--- src/verilog/irq_ctrl_pkg.sv ---
// Constants for the cascaded dual interrupt controller
// How it works
// - Master at 020h-021h, slave at 0A0h-0A1h
// - Slave request feeds master channel two
// - Timer 0 feeds master channel zero, clock feeds slave channel zero
// - Pins 1,3-7 master; 9-15 slave
// - Request, in-service, mask registers per unit
// - Resolver raises irq; acknowledge or poll read sets in-service bit
// - Slave matches cascade code against its identity
// - Active request sets pending bit, raises irq
// - First acknowledge sets service, clears request
// - Second acknowledge returns eight-bit vector
// - Vector is base bits plus channel number
// - Automatic end clears service after second acknowledge
// - No request at acknowledge gives level seven
// - Specific and nonspecific end-of-service commands
// - Special mask shields masked bits from nonspecific
// - Fixed priority, channel zero highest after init
// - In-service blocks equal or lower priority
// - Specific rotation makes named channel lowest
// - Automatic rotation makes serviced channel lowest
// - Init word resets counter, mask, mode state
// - Even write bit three picks command word
// - Even read gives poll, in-service or request
package irq_ctrl_pkg;

  // --------------------------------------------------
  // Port indices (byte address is four times index)
  // --------------------------------------------------
  localparam logic [9:0] MASTER_EVEN_IDX = 10'h020;
  localparam logic [9:0] MASTER_ODD_IDX  = 10'h021;
  localparam logic [9:0] SLAVE_EVEN_IDX  = 10'h0a0;
  localparam logic [9:0] SLAVE_ODD_IDX   = 10'h0a1;

  // --------------------------------------------------
  // Command word fields
  // --------------------------------------------------
  localparam int INIT_FLAG_BIT   = 4;
  localparam int READ_SELECT_WORD_SEL_BIT    = 3;
  localparam int LEVEL_MODE_BIT  = 3;
  localparam int SINGLE_BIT      = 1;
  localparam int NEED_WORD4_BIT  = 0;
  localparam int AUTO_EOS_BIT    = 1;
  localparam int POLL_BIT        = 2;
  localparam int READ_EN_BIT     = 1;
  localparam int READ_SEL_BIT    = 0;
  localparam int SMM_EN_BIT      = 6;
  localparam int SMM_VAL_BIT     = 5;

  // Rotation and end-of-service codes in bits 7:5
  localparam logic [2:0] CMD_ROT_AEOS_CLR = 3'h0;
  localparam logic [2:0] CMD_EOS_NONSPEC  = 3'h1;
  localparam logic [2:0] CMD_EOS_SPEC     = 3'h3;
  localparam logic [2:0] CMD_ROT_AEOS_SET = 3'h4;
  localparam logic [2:0] CMD_ROT_NONSPEC  = 3'h5;
  localparam logic [2:0] CMD_SET_PRIO     = 3'h6;
  localparam logic [2:0] CMD_ROT_SPEC     = 3'h7;

  // --------------------------------------------------
  // Fixed values and reset values
  // --------------------------------------------------
  localparam logic [2:0] CASCADE_CH      = 3'h2;
  localparam logic [2:0] SPURIOUS_CH     = 3'h7;
  localparam logic [2:0] SLAVE_ID_RESET  = 3'h7;
  localparam logic [2:0] LOWEST_RESET    = 3'h7;
  localparam logic [4:0] VEC_BASE_RESET  = 5'h00;
  localparam logic [7:0] MASK_RESET      = 8'h00;

  typedef enum logic [1:0] {
    INIT_RUN   = 2'b00,
    INIT_WORD2 = 2'b01,
    INIT_WORD3 = 2'b10,
    INIT_WORD4 = 2'b11
  } init_state_type;

endpackage : irq_ctrl_pkg

--- src/verilog/cascaded_irq_ctrl.sv ---
// Interrupt unit and cascaded dual controller top with APB access
`timescale 1ns/1ps
`default_nettype none

module irq_unit
  import irq_ctrl_pkg::*;
#(
  parameter bit IS_MASTER = 1'b1
) (
  input  wire logic       clk,
  input  wire logic       rst,
  input  wire logic       wr_en,
  input  wire logic       wr_odd,
  input  wire logic [7:0] wr_data,
  input  wire logic       rd_en,
  input  wire logic       rd_odd,
  output logic      [7:0] rd_data,
  input  wire logic [7:0] request_channels,
  input  wire logic       ack_first,
  input  wire logic       ack_second,
  input  wire logic       ack_sel,
  output logic            cpu_irq_out,
  output logic            win_valid,
  output logic      [2:0] win_ch,
  output logic            vec_mine,
  output logic      [7:0] vector,
  output logic      [2:0] slave_id
);

  // --------------------------------------------------
  // Helpers
  // --------------------------------------------------
  function automatic logic [3:0] first_set(input logic [7:0] v,
                                           input logic [2:0] low);
    logic [3:0] res;
    logic [2:0] idx;
    res = 4'h0;
    for (int i = 0; i < 8; i++) begin
      idx = 3'(low + 3'(i) + 3'd1);
      if (!res[3] && v[idx]) begin
        res = {1'b1, idx};
      end
    end
    return res;
  endfunction : first_set

  function automatic logic [2:0] rank(input logic [2:0] ch,
                                      input logic [2:0] low);
    return 3'(ch - low - 3'd1);
  endfunction : rank

  // --------------------------------------------------
  // State
  // --------------------------------------------------
  // request, in-service and mask registers plus mode, init and acknowledge state per unit
  logic [7:0]     pending_request_reg, pending_request_next;
  logic [7:0]     in_service_reg,      in_service_next;
  logic [7:0]     channel_mask_reg,    channel_mask_next;
  logic [7:0]     req_prev_reg,        req_prev_next;
  logic [4:0]     vec_base_reg,        vec_base_next;
  logic [2:0]     slave_id_reg,        slave_id_next;
  logic [2:0]     lowest_reg,          lowest_next;
  logic           level_mode_reg,      level_mode_next;
  logic           single_reg,          single_next;
  logic           need_word4_reg,      need_word4_next;
  logic           auto_eos_reg,        auto_eos_next;
  logic           rot_aeos_reg,        rot_aeos_next;
  logic           smm_reg,             smm_next;
  logic           read_isr_reg,        read_isr_next;
  logic           poll_reg,            poll_next;
  logic [2:0]     ack_ch_reg,          ack_ch_next;
  logic           ack_live_reg,        ack_live_next;
  logic           vec_mine_reg,        vec_mine_next;
  init_state_type init_reg,            init_next;

  logic [7:0] eff_isr;
  logic [3:0] req_win;
  logic [3:0] isr_top;
  logic [7:0] req_set;
  logic [7:0] irr_clr;
  logic [7:0] isr_set;
  logic [7:0] isr_clr;
  logic [2:0] cmd;
  logic [2:0] lvl;

  // --------------------------------------------------
  // Priority resolver
  // --------------------------------------------------
  always_comb begin
    // Special mask hides masked in-service bits
    eff_isr = smm_reg ? (in_service_reg & ~channel_mask_reg)
                      : in_service_reg;
    req_win = first_set(pending_request_reg & ~channel_mask_reg,
                        lowest_reg);
    isr_top = first_set(eff_isr, lowest_reg);
    win_valid = req_win[3] &&
                (!isr_top[3] ||
                 rank(req_win[2:0], lowest_reg) <
                 rank(isr_top[2:0], lowest_reg));
    win_ch = req_win[2:0];
  end

  assign cpu_irq_out = win_valid;
  assign vec_mine    = vec_mine_reg;
  assign vector      = {vec_base_reg, ack_ch_reg};
  assign slave_id    = slave_id_reg;

  always_comb begin
    if (rd_odd) begin
      rd_data = channel_mask_reg;
    end else if (poll_reg) begin
      rd_data = {win_valid, 4'h0, win_ch};
    end else if (read_isr_reg) begin
      rd_data = in_service_reg;
    end else begin
      rd_data = pending_request_reg;
    end
  end

  // --------------------------------------------------
  // Next state
  // --------------------------------------------------
  always_comb begin
    channel_mask_next = channel_mask_reg;
    vec_base_next     = vec_base_reg;
    slave_id_next     = slave_id_reg;
    lowest_next       = lowest_reg;
    level_mode_next   = level_mode_reg;
    single_next       = single_reg;
    need_word4_next   = need_word4_reg;
    auto_eos_next     = auto_eos_reg;
    rot_aeos_next     = rot_aeos_reg;
    smm_next          = smm_reg;
    read_isr_next     = read_isr_reg;
    poll_next         = poll_reg;
    ack_ch_next       = ack_ch_reg;
    ack_live_next     = ack_live_reg;
    vec_mine_next     = vec_mine_reg;
    init_next         = init_reg;
    req_prev_next     = request_channels;
    irr_clr           = 8'h00;
    isr_set           = 8'h00;
    isr_clr           = 8'h00;
    cmd               = wr_data[7:5];
    lvl               = wr_data[2:0];

    req_set = level_mode_reg ? request_channels
                             : (request_channels & ~req_prev_reg);

    if (ack_first) begin
      if (ack_sel && win_valid) begin
        isr_set[win_ch] = 1'b1;
        irr_clr[win_ch] = 1'b1;
        ack_ch_next     = win_ch;
        ack_live_next   = 1'b1;
        vec_mine_next   = !(IS_MASTER && win_ch == CASCADE_CH);
      end else if (ack_sel) begin
        ack_ch_next     = SPURIOUS_CH;
        ack_live_next   = 1'b0;
        vec_mine_next   = 1'b1;
      end else begin
        ack_live_next   = 1'b0;
        vec_mine_next   = 1'b0;
      end
    end

    if (ack_second && auto_eos_reg && ack_live_reg) begin
      isr_clr[ack_ch_reg] = 1'b1;
      if (rot_aeos_reg) begin
        lowest_next = ack_ch_reg;
      end
    end

    // Poll read acts as an acknowledge
    if (rd_en && !rd_odd && poll_reg) begin
      poll_next = 1'b0;
      if (win_valid) begin
        isr_set[win_ch] = 1'b1;
        irr_clr[win_ch] = 1'b1;
      end
    end

    if (wr_en && !wr_odd && wr_data[INIT_FLAG_BIT]) begin
      init_next         = INIT_WORD2;
      level_mode_next   = wr_data[LEVEL_MODE_BIT];
      single_next       = wr_data[SINGLE_BIT];
      need_word4_next   = wr_data[NEED_WORD4_BIT];
      lowest_next       = LOWEST_RESET;
      rot_aeos_next     = 1'b0;
      auto_eos_next     = 1'b0;
      channel_mask_next = MASK_RESET;
      slave_id_next     = SLAVE_ID_RESET;
      smm_next          = 1'b0;
      read_isr_next     = 1'b0;
      poll_next         = 1'b0;
    end else if (wr_en && !wr_odd) begin
      init_next = INIT_RUN;
      if (!wr_data[READ_SELECT_WORD_SEL_BIT]) begin
        unique case (cmd)
          CMD_EOS_NONSPEC: begin
            if (isr_top[3]) isr_clr[isr_top[2:0]] = 1'b1;
          end
          CMD_ROT_NONSPEC: begin
            if (isr_top[3]) begin
              isr_clr[isr_top[2:0]] = 1'b1;
              lowest_next = isr_top[2:0];
            end
          end
          CMD_EOS_SPEC: isr_clr[lvl] = 1'b1;
          CMD_ROT_SPEC: begin
            isr_clr[lvl] = 1'b1;
            lowest_next  = lvl;
          end
          CMD_SET_PRIO:     lowest_next   = lvl;
          CMD_ROT_AEOS_SET: rot_aeos_next = 1'b1;
          CMD_ROT_AEOS_CLR: rot_aeos_next = 1'b0;
          default: ;
        endcase
      end else begin
        poll_next = wr_data[POLL_BIT];
        if (wr_data[READ_EN_BIT]) begin
          read_isr_next = !wr_data[READ_SEL_BIT];
        end
        if (wr_data[SMM_EN_BIT]) begin
          smm_next = wr_data[SMM_VAL_BIT];
        end
      end
    end else if (wr_en) begin
      unique case (init_reg)
        INIT_WORD2: begin
          vec_base_next = wr_data[7:3];
          init_next = single_reg ?
                      (need_word4_reg ? INIT_WORD4 : INIT_RUN) :
                      INIT_WORD3;
        end
        INIT_WORD3: begin
          slave_id_next = wr_data[2:0];
          init_next = need_word4_reg ? INIT_WORD4 : INIT_RUN;
        end
        INIT_WORD4: begin
          auto_eos_next = wr_data[AUTO_EOS_BIT];
          init_next     = INIT_RUN;
        end
        INIT_RUN: channel_mask_next = wr_data;
      endcase
    end

    // Hardware set wins over any clear
    pending_request_next = ((pending_request_reg & ~irr_clr) | req_set) &
                           (level_mode_reg ? request_channels : 8'hff);
    in_service_next = (in_service_reg & ~isr_clr) | isr_set;
  end

  // --------------------------------------------------
  // Registers
  // --------------------------------------------------
  always_ff @(posedge clk) begin
    if (rst) begin
      pending_request_reg <= 8'h00;
      in_service_reg      <= 8'h00;
      channel_mask_reg    <= MASK_RESET;
      req_prev_reg        <= 8'h00;
      vec_base_reg        <= VEC_BASE_RESET;
      slave_id_reg        <= SLAVE_ID_RESET;
      lowest_reg          <= LOWEST_RESET;
      level_mode_reg      <= 1'b0;
      single_reg          <= 1'b0;
      need_word4_reg      <= 1'b0;
      auto_eos_reg        <= 1'b0;
      rot_aeos_reg        <= 1'b0;
      smm_reg             <= 1'b0;
      read_isr_reg        <= 1'b0;
      poll_reg            <= 1'b0;
      ack_ch_reg          <= SPURIOUS_CH;
      ack_live_reg        <= 1'b0;
      vec_mine_reg        <= 1'b0;
      init_reg            <= INIT_RUN;
    end else begin
      pending_request_reg <= pending_request_next;
      in_service_reg      <= in_service_next;
      channel_mask_reg    <= channel_mask_next;
      req_prev_reg        <= req_prev_next;
      vec_base_reg        <= vec_base_next;
      slave_id_reg        <= slave_id_next;
      lowest_reg          <= lowest_next;
      level_mode_reg      <= level_mode_next;
      single_reg          <= single_next;
      need_word4_reg      <= need_word4_next;
      auto_eos_reg        <= auto_eos_next;
      rot_aeos_reg        <= rot_aeos_next;
      smm_reg             <= smm_next;
      read_isr_reg        <= read_isr_next;
      poll_reg            <= poll_next;
      ack_ch_reg          <= ack_ch_next;
      ack_live_reg        <= ack_live_next;
      vec_mine_reg        <= vec_mine_next;
      init_reg            <= init_next;
    end
  end

endmodule : irq_unit

module cascaded_irq_ctrl
  import irq_ctrl_pkg::*;
#(
  parameter int ADDR_WIDTH = 12
) (
  input  wire logic                  SYS_CLK,
  input  wire logic                  SRST,
  input  wire logic                  PSEL,
  input  wire logic                  PENABLE,
  input  wire logic                  PWRITE,
  input  wire logic [ADDR_WIDTH-1:0] PADDR,
  input  wire logic [31:0]           PWDATA,
  output logic      [31:0]           PRDATA,
  output logic                       PREADY,
  output logic                       PSLVERR,
  input  wire logic                  TIMER0_OUTPUT,
  input  wire logic                  RTC_IRQ,
  input  wire logic                  IRQ1_PIN,
  input  wire logic [4:0]            IRQ_LOW_PINS,
  input  wire logic [6:0]            IRQ_HIGH_PINS,
  input  wire logic                  IRQ_ACK_CYCLE,
  output logic                       CPU_IRQ_OUT,
  output logic      [7:0]            VECTOR_DATA,
  output logic                       VECTOR_VALID
);

  if (ADDR_WIDTH < 10) begin : g_addr_check
    $error("ADDR_WIDTH too small for port map");
  end

  // --------------------------------------------------
  // Input synchronisers
  // --------------------------------------------------
  logic [14:0] pin_raw;
  logic [14:0] sync1_reg, sync1_next;
  logic [14:0] sync2_reg, sync2_next;

  assign pin_raw = {IRQ_HIGH_PINS, RTC_IRQ, IRQ_LOW_PINS, IRQ1_PIN,
                    TIMER0_OUTPUT};

  always_comb begin
    sync1_next = pin_raw;
    sync2_next = sync1_reg;
  end

  // --------------------------------------------------
  // APB decode
  // --------------------------------------------------
  logic [9:0]  idx;
  logic        aligned;
  logic        hit_m;
  logic        hit_s;
  logic        access;
  logic        setup;
  logic [7:0]  rd_m;
  logic [7:0]  rd_s;
  logic [31:0] prdata_reg, prdata_next;

  assign idx     = PADDR[11:2];
  assign aligned = (PADDR[1:0] == 2'b00) &&
                   ((PADDR >> 12) == '0);
  assign hit_m   = aligned && (idx == MASTER_EVEN_IDX ||
                               idx == MASTER_ODD_IDX);
  assign hit_s   = aligned && (idx == SLAVE_EVEN_IDX ||
                               idx == SLAVE_ODD_IDX);
  assign access  = PSEL && PENABLE;
  assign setup   = PSEL && !PENABLE;
  assign PREADY  = 1'b1;
  assign PSLVERR = access && !hit_m && !hit_s;
  assign PRDATA  = prdata_reg;

  always_comb begin
    prdata_next = prdata_reg;
    if (setup && !PWRITE) begin
      prdata_next = {24'h000000, hit_m ? rd_m : (hit_s ? rd_s : 8'h00)};
    end
  end

  // --------------------------------------------------
  // Acknowledge sequencing and vector
  // --------------------------------------------------
  logic       ack_phase_reg, ack_phase_next;
  logic [7:0] vector_reg,    vector_next;
  logic       valid_reg,     valid_next;
  logic       ack_first;
  logic       ack_second;
  logic       irq_m;
  logic       irq_s;
  logic       win_m;
  logic [2:0] ch_m;
  logic       mine_s;
  logic [7:0] vec_m;
  logic [7:0] vec_s;
  logic [2:0] id_s;
  logic       slave_sel;

  assign ack_first  = IRQ_ACK_CYCLE && !ack_phase_reg;
  assign ack_second = IRQ_ACK_CYCLE && ack_phase_reg;
  assign slave_sel  = win_m && ch_m == CASCADE_CH && id_s == CASCADE_CH;

  always_comb begin
    ack_phase_next = IRQ_ACK_CYCLE ? !ack_phase_reg : ack_phase_reg;
    vector_next    = vector_reg;
    valid_next     = ack_second;
    if (ack_second) begin
      vector_next = mine_s ? vec_s : vec_m;
    end
  end

  assign CPU_IRQ_OUT  = irq_m;
  assign VECTOR_DATA  = vector_reg;
  assign VECTOR_VALID = valid_reg;

  always_ff @(posedge SYS_CLK) begin
    if (SRST) begin
      sync1_reg     <= 15'h0000;
      sync2_reg     <= 15'h0000;
      prdata_reg    <= 32'h00000000;
      ack_phase_reg <= 1'b0;
      vector_reg    <= 8'h00;
      valid_reg     <= 1'b0;
    end else begin
      sync1_reg     <= sync1_next;
      sync2_reg     <= sync2_next;
      prdata_reg    <= prdata_next;
      ack_phase_reg <= ack_phase_next;
      vector_reg    <= vector_next;
      valid_reg     <= valid_next;
    end
  end

  // --------------------------------------------------
  // Units
  // --------------------------------------------------
  irq_unit #(.IS_MASTER(1'b1)) master_irq_unit (
    .clk              (SYS_CLK),
    .rst              (SRST),
    .wr_en            (access && PWRITE && hit_m),
    .wr_odd           (idx[0]),
    .wr_data          (PWDATA[7:0]),
    .rd_en            (access && !PWRITE && hit_m),
    .rd_odd           (idx[0]),
    .rd_data          (rd_m),
    .request_channels ({sync2_reg[6:2], irq_s, sync2_reg[1:0]}),
    .ack_first        (ack_first),
    .ack_second       (ack_second),
    .ack_sel          (1'b1),
    .cpu_irq_out      (irq_m),
    .win_valid        (win_m),
    .win_ch           (ch_m),
    .vec_mine         (),
    .vector           (vec_m),
    .slave_id         ()
  );

  irq_unit #(.IS_MASTER(1'b0)) slave_irq_unit (
    .clk              (SYS_CLK),
    .rst              (SRST),
    .wr_en            (access && PWRITE && hit_s),
    .wr_odd           (idx[0]),
    .wr_data          (PWDATA[7:0]),
    .rd_en            (access && !PWRITE && hit_s),
    .rd_odd           (idx[0]),
    .rd_data          (rd_s),
    .request_channels (sync2_reg[14:7]),
    .ack_first        (ack_first),
    .ack_second       (ack_second),
    .ack_sel          (slave_sel),
    .cpu_irq_out      (irq_s),
    .win_valid        (),
    .win_ch           (),
    .vec_mine         (mine_s),
    .vector           (vec_s),
    .slave_id         (id_s)
  );

endmodule : cascaded_irq_ctrl

`default_nettype wire

--- config.mk ---
export PLATFORM = sky130hd
export DESIGN_NAME = cascaded_irq_ctrl
export DESIGN_NICKNAME = d
export VERILOG_FILES = /design/src/verilog/irq_ctrl_pkg.sv /design/src/verilog/cascaded_irq_ctrl.sv
export SDC_FILE = /design/constraint.sdc
export NUM_CORES = 1
export LEC_CHECK = 0
export BUFFER_PORTS_ARGS = -buffer_cell sky130_fd_sc_hd__buf_2
export CORE_ASPECT_RATIO = 1.4
export CORE_MARGIN = 2
export CORE_UTILIZATION = 25
export CTS_BUF_LIST = sky130_fd_sc_hd__clkbuf_2
export DETAILED_ROUTE_END_ITERATION = 8
export PLACE_DENSITY = 0.46
export SLEW_MARGIN = 20
export SYNTH_ARGS = -nofsm -noshare
export SYNTH_HDL_FRONTEND = slang
export SYNTH_SLANG_ARGS = --single-unit
--- constraint.sdc ---
create_clock -name SYS_CLK -period 5.3 [get_ports SYS_CLK]
set_input_delay 0.265 -clock SYS_CLK [delete_from_list [all_inputs] [get_ports SYS_CLK]]
set_output_delay 0.265 -clock SYS_CLK [all_outputs]
set_load 0.02 [all_outputs]
* Yosys cells after proc, flatten, opt, wreduce, memory -nomap -nowiden
Index checks and enable logic that the tools add are counted.
Word-level totals: register bits after elaboration 160, input port bits 65, output and inout port bits 44, word-level logic and storage cells 493
Cells by class: add/subtract/negate cells 36, $lt $le $gt $ge 32, equality and inequality tests 18, muxes and demuxes 183, bitwise gates (word level) 35, reduce and logical (&&, ||, !) cells 145
Operators with widths (number):
- 2-to-1 mux 8 bit | 33
- 2-to-1 mux 4 bit | 32
- bitwise AND 8 bit | 12
- binary-select mux 1 bit (select 3 bit) | 32
- less-than comparator 3 x 4 -> 1 bit, second input constant | 23
- bitwise OR 8 bit | 10
- logical AND 1 bit | 67
- NOT 8 bit | 8
- 2-to-1 mux 1 bit | 55
- adder 3 x 1 -> 3 bit, second input constant | 16
- 2-to-1 mux 3 bit | 13
- logical NOT 1 bit | 37
- AND reduction 3 bit | 11
- one-hot mux 8 bit (2 select lines) | 2
- adder 3 bit, second input constant | 8
- demux 1 bit (select 3 bit) | 7
- greater-or-equal comparator 3 x 1 -> 1 bit, second input constant | 7
- == test 10 x 6 -> 1 bit, second input constant | 2
- == test 10 x 8 -> 1 bit, second input constant | 2
- adder 3 x 2 -> 3 bit, second input constant | 4
- == test 3 bit, second input constant | 4
- one-hot mux 2 bit (3 select lines) | 2
- one-hot mux 3 bit (2 select lines) | 2
- nonzero test 3 bit | 4
- other kinds (19) | 56

* Longest topological paths before layout
depth after elaboration 44, depth in mapped cells 26, mapped depth without buffers 20

* Modules after synthesis
From an unflattened synthesis, not the netlist that was laid out.
Second synthesis, totals: cells, all modules 1391, area, all modules 12092.8 sq um
By module, submodules not included:
- irq_unit at master_irq_unit | times used 1, cells each 619, area an instance 5136.2 sq um, seq. area each 1161.1 sq um
- irq_unit at slave_irq_unit | times used 1, cells each 594, area an instance 5087.4 sq um, seq. area each 1161.1 sq um
- cascaded_irq_ctrl | times used 1, cells each 178, area an instance 1869.3 sq um, seq. area each 960.9 sq um

* Worst setup path before layout
OpenSTA, ideal clock, no wires.
path type reg-to-reg, from register slave_irq_unit.lowest_reg[0], to register slave_irq_unit.pending_request_reg[5], library setup time 121 ps, arrival time 5561 ps, data required time 5179 ps, slack -382 ps, stages on the path, launching flop included 24, path buffers 5, clock period less this slack 5682 ps, cells stage by stage dfxtp_1 -> buf_4 -> buf_6 -> inv_2 -> buf_4 -> ha_1 -> clkbuf_1 -> xor2_1 -> mux4_2 -> or3_1 -> buf_2 -> nor2_1 -> and2_1 -> mux2i_2 -> inv_1 -> fa_1 -> inv_1 -> ha_1 -> a21o_1 -> a21oi_1 -> o22a_1 -> or3b_1 -> a211oi_1 -> o21ai_1
Between the ends: longest elaborated chain between the ends 40, elaborated cells between the ends (all ways) 113, classes of those cells add/sub: 18; order compare: 3; mux: 54; bitwise: 5; reduce/logical: 33
Ends and longest elaborated chain:
- start, declared | RTL line cascaded_irq_ctrl.sv:62 | logic [2:0] lowest_reg, lowest_next;
- start signal, assigned | RTL line cascaded_irq_ctrl.sv:285 | lowest_reg <= lowest_next;
- branches (longest 35 deep; another with adder 3 x 1 -> 3 bit)
- 2-to-1 mux 8 bit * | RTL line cascaded_irq_ctrl.sv:175 | if (rd_en && !rd_odd && poll_reg) begin
- NOT 8 bit * | RTL line cascaded_irq_ctrl.sv:249 | pending_request_next = ((pending_request_reg & ~irr_clr) | req_set) &
- bitwise AND 8 bit * | RTL line cascaded_irq_ctrl.sv:249
- bitwise OR 8 bit * | RTL line cascaded_irq_ctrl.sv:249
- bitwise AND 8 bit * | RTL line cascaded_irq_ctrl.sv:249
- end signal, assigned | RTL line cascaded_irq_ctrl.sv:279 | pending_request_reg <= pending_request_next;
- end, declared | RTL line cascaded_irq_ctrl.sv:56 | logic [7:0] pending_request_reg, pending_request_next;
Mark *: on every way between the ends. The select of a mux whose other input is x is not followed. A chain may end at the register's enable or synchronous reset.

* Worst setup path after layout
from register master_irq_unit.lowest_reg[0], to output port CPU_IRQ_OUT
Between the ends: longest elaborated chain between the ends 30, elaborated cells between the ends (all ways) 98, classes of those cells add/sub: 18; order compare: 1; mux: 48; reduce/logical: 31
Ends and longest elaborated chain:
- start, declared | RTL line cascaded_irq_ctrl.sv:62
- start signal, assigned | RTL line cascaded_irq_ctrl.sv:285
- branches (longest 29 deep; another with adder 3 x 1 -> 3 bit)
- logical AND 1 bit * | RTL line cascaded_irq_ctrl.sv:96 | win_valid = req_win[3] &&
- end, declared | RTL line cascaded_irq_ctrl.sv:324 | output logic CPU_IRQ_OUT,
Marked as above.

==> impl_results.md <==
* Outcome: completed
* H-tree levels at 4
* Hold Path Origin: PADDR[2]
* Cts bufs inserted at 17
* Clock Skews at 0.0341 ns
* Sequential-to-total area share from yosys stat at approximately 27%
* WL per Instance at 19.2 um
* DP HPWL at 32100 um
* Max stage delay on crit path at 0.56 ns
* Commonest non-fill, non-tap cell in the layout: dfxtp_1
* Crit path max fanout at 6
* Final Hold Vio Count at 0
* Yosys warning total at 0
* Reg2reg path depth at 22
* Worst hold path type: in -> reg
* Maximum buffer depth of the clock tree at 2
* Final Core Density at 30.8%
* Pin count of the biggest net entering global routing at 59
* Worst IR drop on VDD at 0.120 mV
* Required time of the critical path at between 5 and 6 ns
* Clk sink count at 160
* Critical Path, Cell by Cell: buf_8 -> buf_12 -> mux2i_2 -> a21oi_2 -> mux4_2 -> o21a_1 -> a2111o_1 -> a31oi_1 -> a21oi_2 -> ha_2 -> fa_1 -> inv_1 -> ha_1 -> a21o_1 -> a21oi_2 -> o21ai_4 -> inv_2 -> buf_6
* Worst path slowest cell: mux4_2
* Port Buf Inserts at 59
* Vias in the first global route at 11269
* Die width at 188 um
* EDFF count, synth at 0
* Asr flop ratio synth at 0%
* CP dominant cell by count: a21oi_2
* Leak at 5.47 nW
* RSZ-0062 raised after global routing: yes
* Slew @ Worst Pin at 0.872 ns
* Gr ovfl total at 0
* RR Endpoint: master_irq_unit.pending_request_reg[2]
* Vias at 11280
* CP arrival at 4.98 ns
* Layout cells sized above 1 at 24.0%
* Hold depth at 5
* FMAX at between 0.15 and 0.2 GHz
* DRT antenna net count at 0
* Final WL at around 42000 um
* Tmin final at roughly 5.2 ns
* Fin Hold WS at 0.136 ns
* DRT Pass-1 Iters at 5
* Synth unique cells at 111
* Most frequent cells in the layout: dfxtp_1, nand2_1, nor2_1, buf_4, a21oi_1
* CP Capture Type: output pin
* Reg-to-reg startpoint: master_irq_unit.lowest_reg[0]
* Setup crit start kind: flop
* Synth-to-Final Area Change at 21.9%
* Initial antenna violation count at 1
* Clock Latency Late Sink at 0.78 ns
* Hold path endpoint: master_irq_unit.init_reg[1]
* Die H at 261 um
* Crit share post-route at 98.9%
* Die ar. at 49100 sq um
* Global-route wire length before repair at 64700 um
* GP Congestion at 0.878
* Rel. slew slack at around two fifths
* CTS tree: done
* Mapped Area at 11800 sq um
* Mapped Cells at 1397
* PwrDens at 189 nW/um^2
* Synth Register Bits at 160
* Final Total Pwr at 2.74 mW
* # rows at 94
* CP delay by family, top: compound AO/OA/AOI/OAI gates
* Type of the worst setup path: reg -> out
* R2r setup slk at 0.16 ns
* Main synth FF type: dfxtp_1
* Buffers & Inverters on Critical Path at 5
* Syn Area/Cell at 8.47 sq um
* Initial DRC count at 641
* Core area at 46900 sq um
* Nets at 1648
* # setup viols final at 0
* Max capacitance violation total at 0
* Num ports at 109
* Fin. max-slew vios at 0
* Initial Utilization at roughly a quarter
* Tot GR Track Use at 16.9%
* Clk pin slew, worst setup/hold paths at between 0.2 and 0.3 ns
* Remaining routing DRC violations at 0
* Clk root buf: clkbuf_2
* Via density at 5.15
## worst max-delay path by stage
stage                                   from                                    end  slack (ns)  cells past startpoint
3_5_place_dp   master_irq_unit.lowest_reg[0]       slave_irq_unit.in_service_reg[0]        0.03                     22
2_1_floorplan   slave_irq_unit.lowest_reg[0]  slave_irq_unit.pending_request_reg[5]       0.006                     23
3_3_place_gp   master_irq_unit.lowest_reg[1]       slave_irq_unit.in_service_reg[0]      -0.009                     21
6_report       master_irq_unit.lowest_reg[0]                            CPU_IRQ_OUT        0.06                     18
5_1_grt        master_irq_unit.lowest_reg[0]                            CPU_IRQ_OUT       -0.18                     18
4_1_cts        master_irq_unit.lowest_reg[0]                            CPU_IRQ_OUT       0.007                     18
## timing repair
action                                 in CTS  in global routing
endpoints found under the hold margin      94                  0
setup endpoints to repair                   5                 20
hold buffers                               41                  0
cloned                                      1                  1
pin swaps                                   4                 18
gates resized for setup                    28                 44
buffers inserted                           10                  5
## worst min-delay path: stages
cell	delay, ns
buf_2	0.30
nand2_1	0.13
nand2_1	0.05
nand2_1	0.06
a21oi_1	0.06
## power by group
group / internal (mW) / switching, mW / total (mW) / leakage [nW]
Sequential: 1.24 / 0.0374 / 1.28 / 1.30
Clock: 0.205 / 0.447 / 0.652 / 0.131
Combinational: 0.340 / 0.464 / 0.804 / 4.04
## area by class of cell
cell class              instances  area, sq um
fillers                      5040        32500
repair buffers                225         1760
clock buffers                  17         85.1
flip-flops and latches        160         3220
well taps                     624          781
multi-input cells            1098         8260
diodes                          1         2.50
clock inverters                12          121
inverters                      53          214
## per-stage QoR
| step | TNS (ns) | area [sq um] | setup WS (ns) | instances |
|---|---|---|---|---|
| after floorplan | 0 | 12000 | 0.00573 | 1420 |
| after global placement | -0.0113 | 13300 | -0.00941 | 2103 |
| after detailed placement | 0 | 13300 | 0.0272 | 2103 |
| after CTS | 0 | 14200 | 0.00697 | 2183 |
| after global routing | -0.282 | 14400 | -0.179 | 2190 |
| final | 0 | 14400 | 0.0581 | 2190 |
## routing by layer
metal  global-route usage (%)  vias up  share of wire (%)
met5                        0        -                  0
li1                         -     5397                  -
met3                     1.93       87                3.3
met2                     30.4      310                 50
met4                     8.77        0                4.6
met1                     19.9     5486                 42
## synthesized netlist by cell type, types with 11 or more instances
| library cell | number | share of area (%) |
|---|---|---|
| a21oi_1 | 109 | 4.6 |
| inv_1 | 45 | 1.4 |
| nor3_1 | 21 | 0.89 |
| nor2_1 | 121 | 3.8 |
| o21a_1 | 11 | 0.70 |
| o211ai_1 | 14 | 0.89 |
| nand2_1 | 121 | 3.8 |
| dfxtp_1 | 160 | 27 |
| mux2i_1 | 83 | 7.0 |
| buf_1 | 12 | 0.38 |
| nand3_1 | 60 | 2.5 |
| nand2b_1 | 24 | 1.3 |
| nor2b_1 | 61 | 3.2 |
| clkbuf_1 | 56 | 1.8 |
| ha_1 | 24 | 2.5 |
| o31ai_1 | 11 | 0.70 |
| mux2_2 | 31 | 2.9 |
| buf_4 | 28 | 1.8 |
| and2_1 | 11 | 0.58 |
| nand3b_1 | 11 | 0.70 |
| mux4_2 | 36 | 6.8 |
| o21ai_0 | 50 | 2.1 |
| a21o_1 | 22 | 1.4 |
| a211oi_1 | 38 | 2.4 |
## logic make-up after synthesis
logic type	after synthesis	share of synthesized area (%)
AND/OR/NAND/NOR	498	21.8
AO/OA/AOI/OAI	374	21.8
buffers and inverters	162	6.88
flip-flops	160	27.1
multiplexers	155	17.7
adder cells (fa/ha/maj)	28	3.21
XOR/XNOR	18	1.59
other	2	0.0634
No activity file was read; power rests on OpenSTA's default activity.
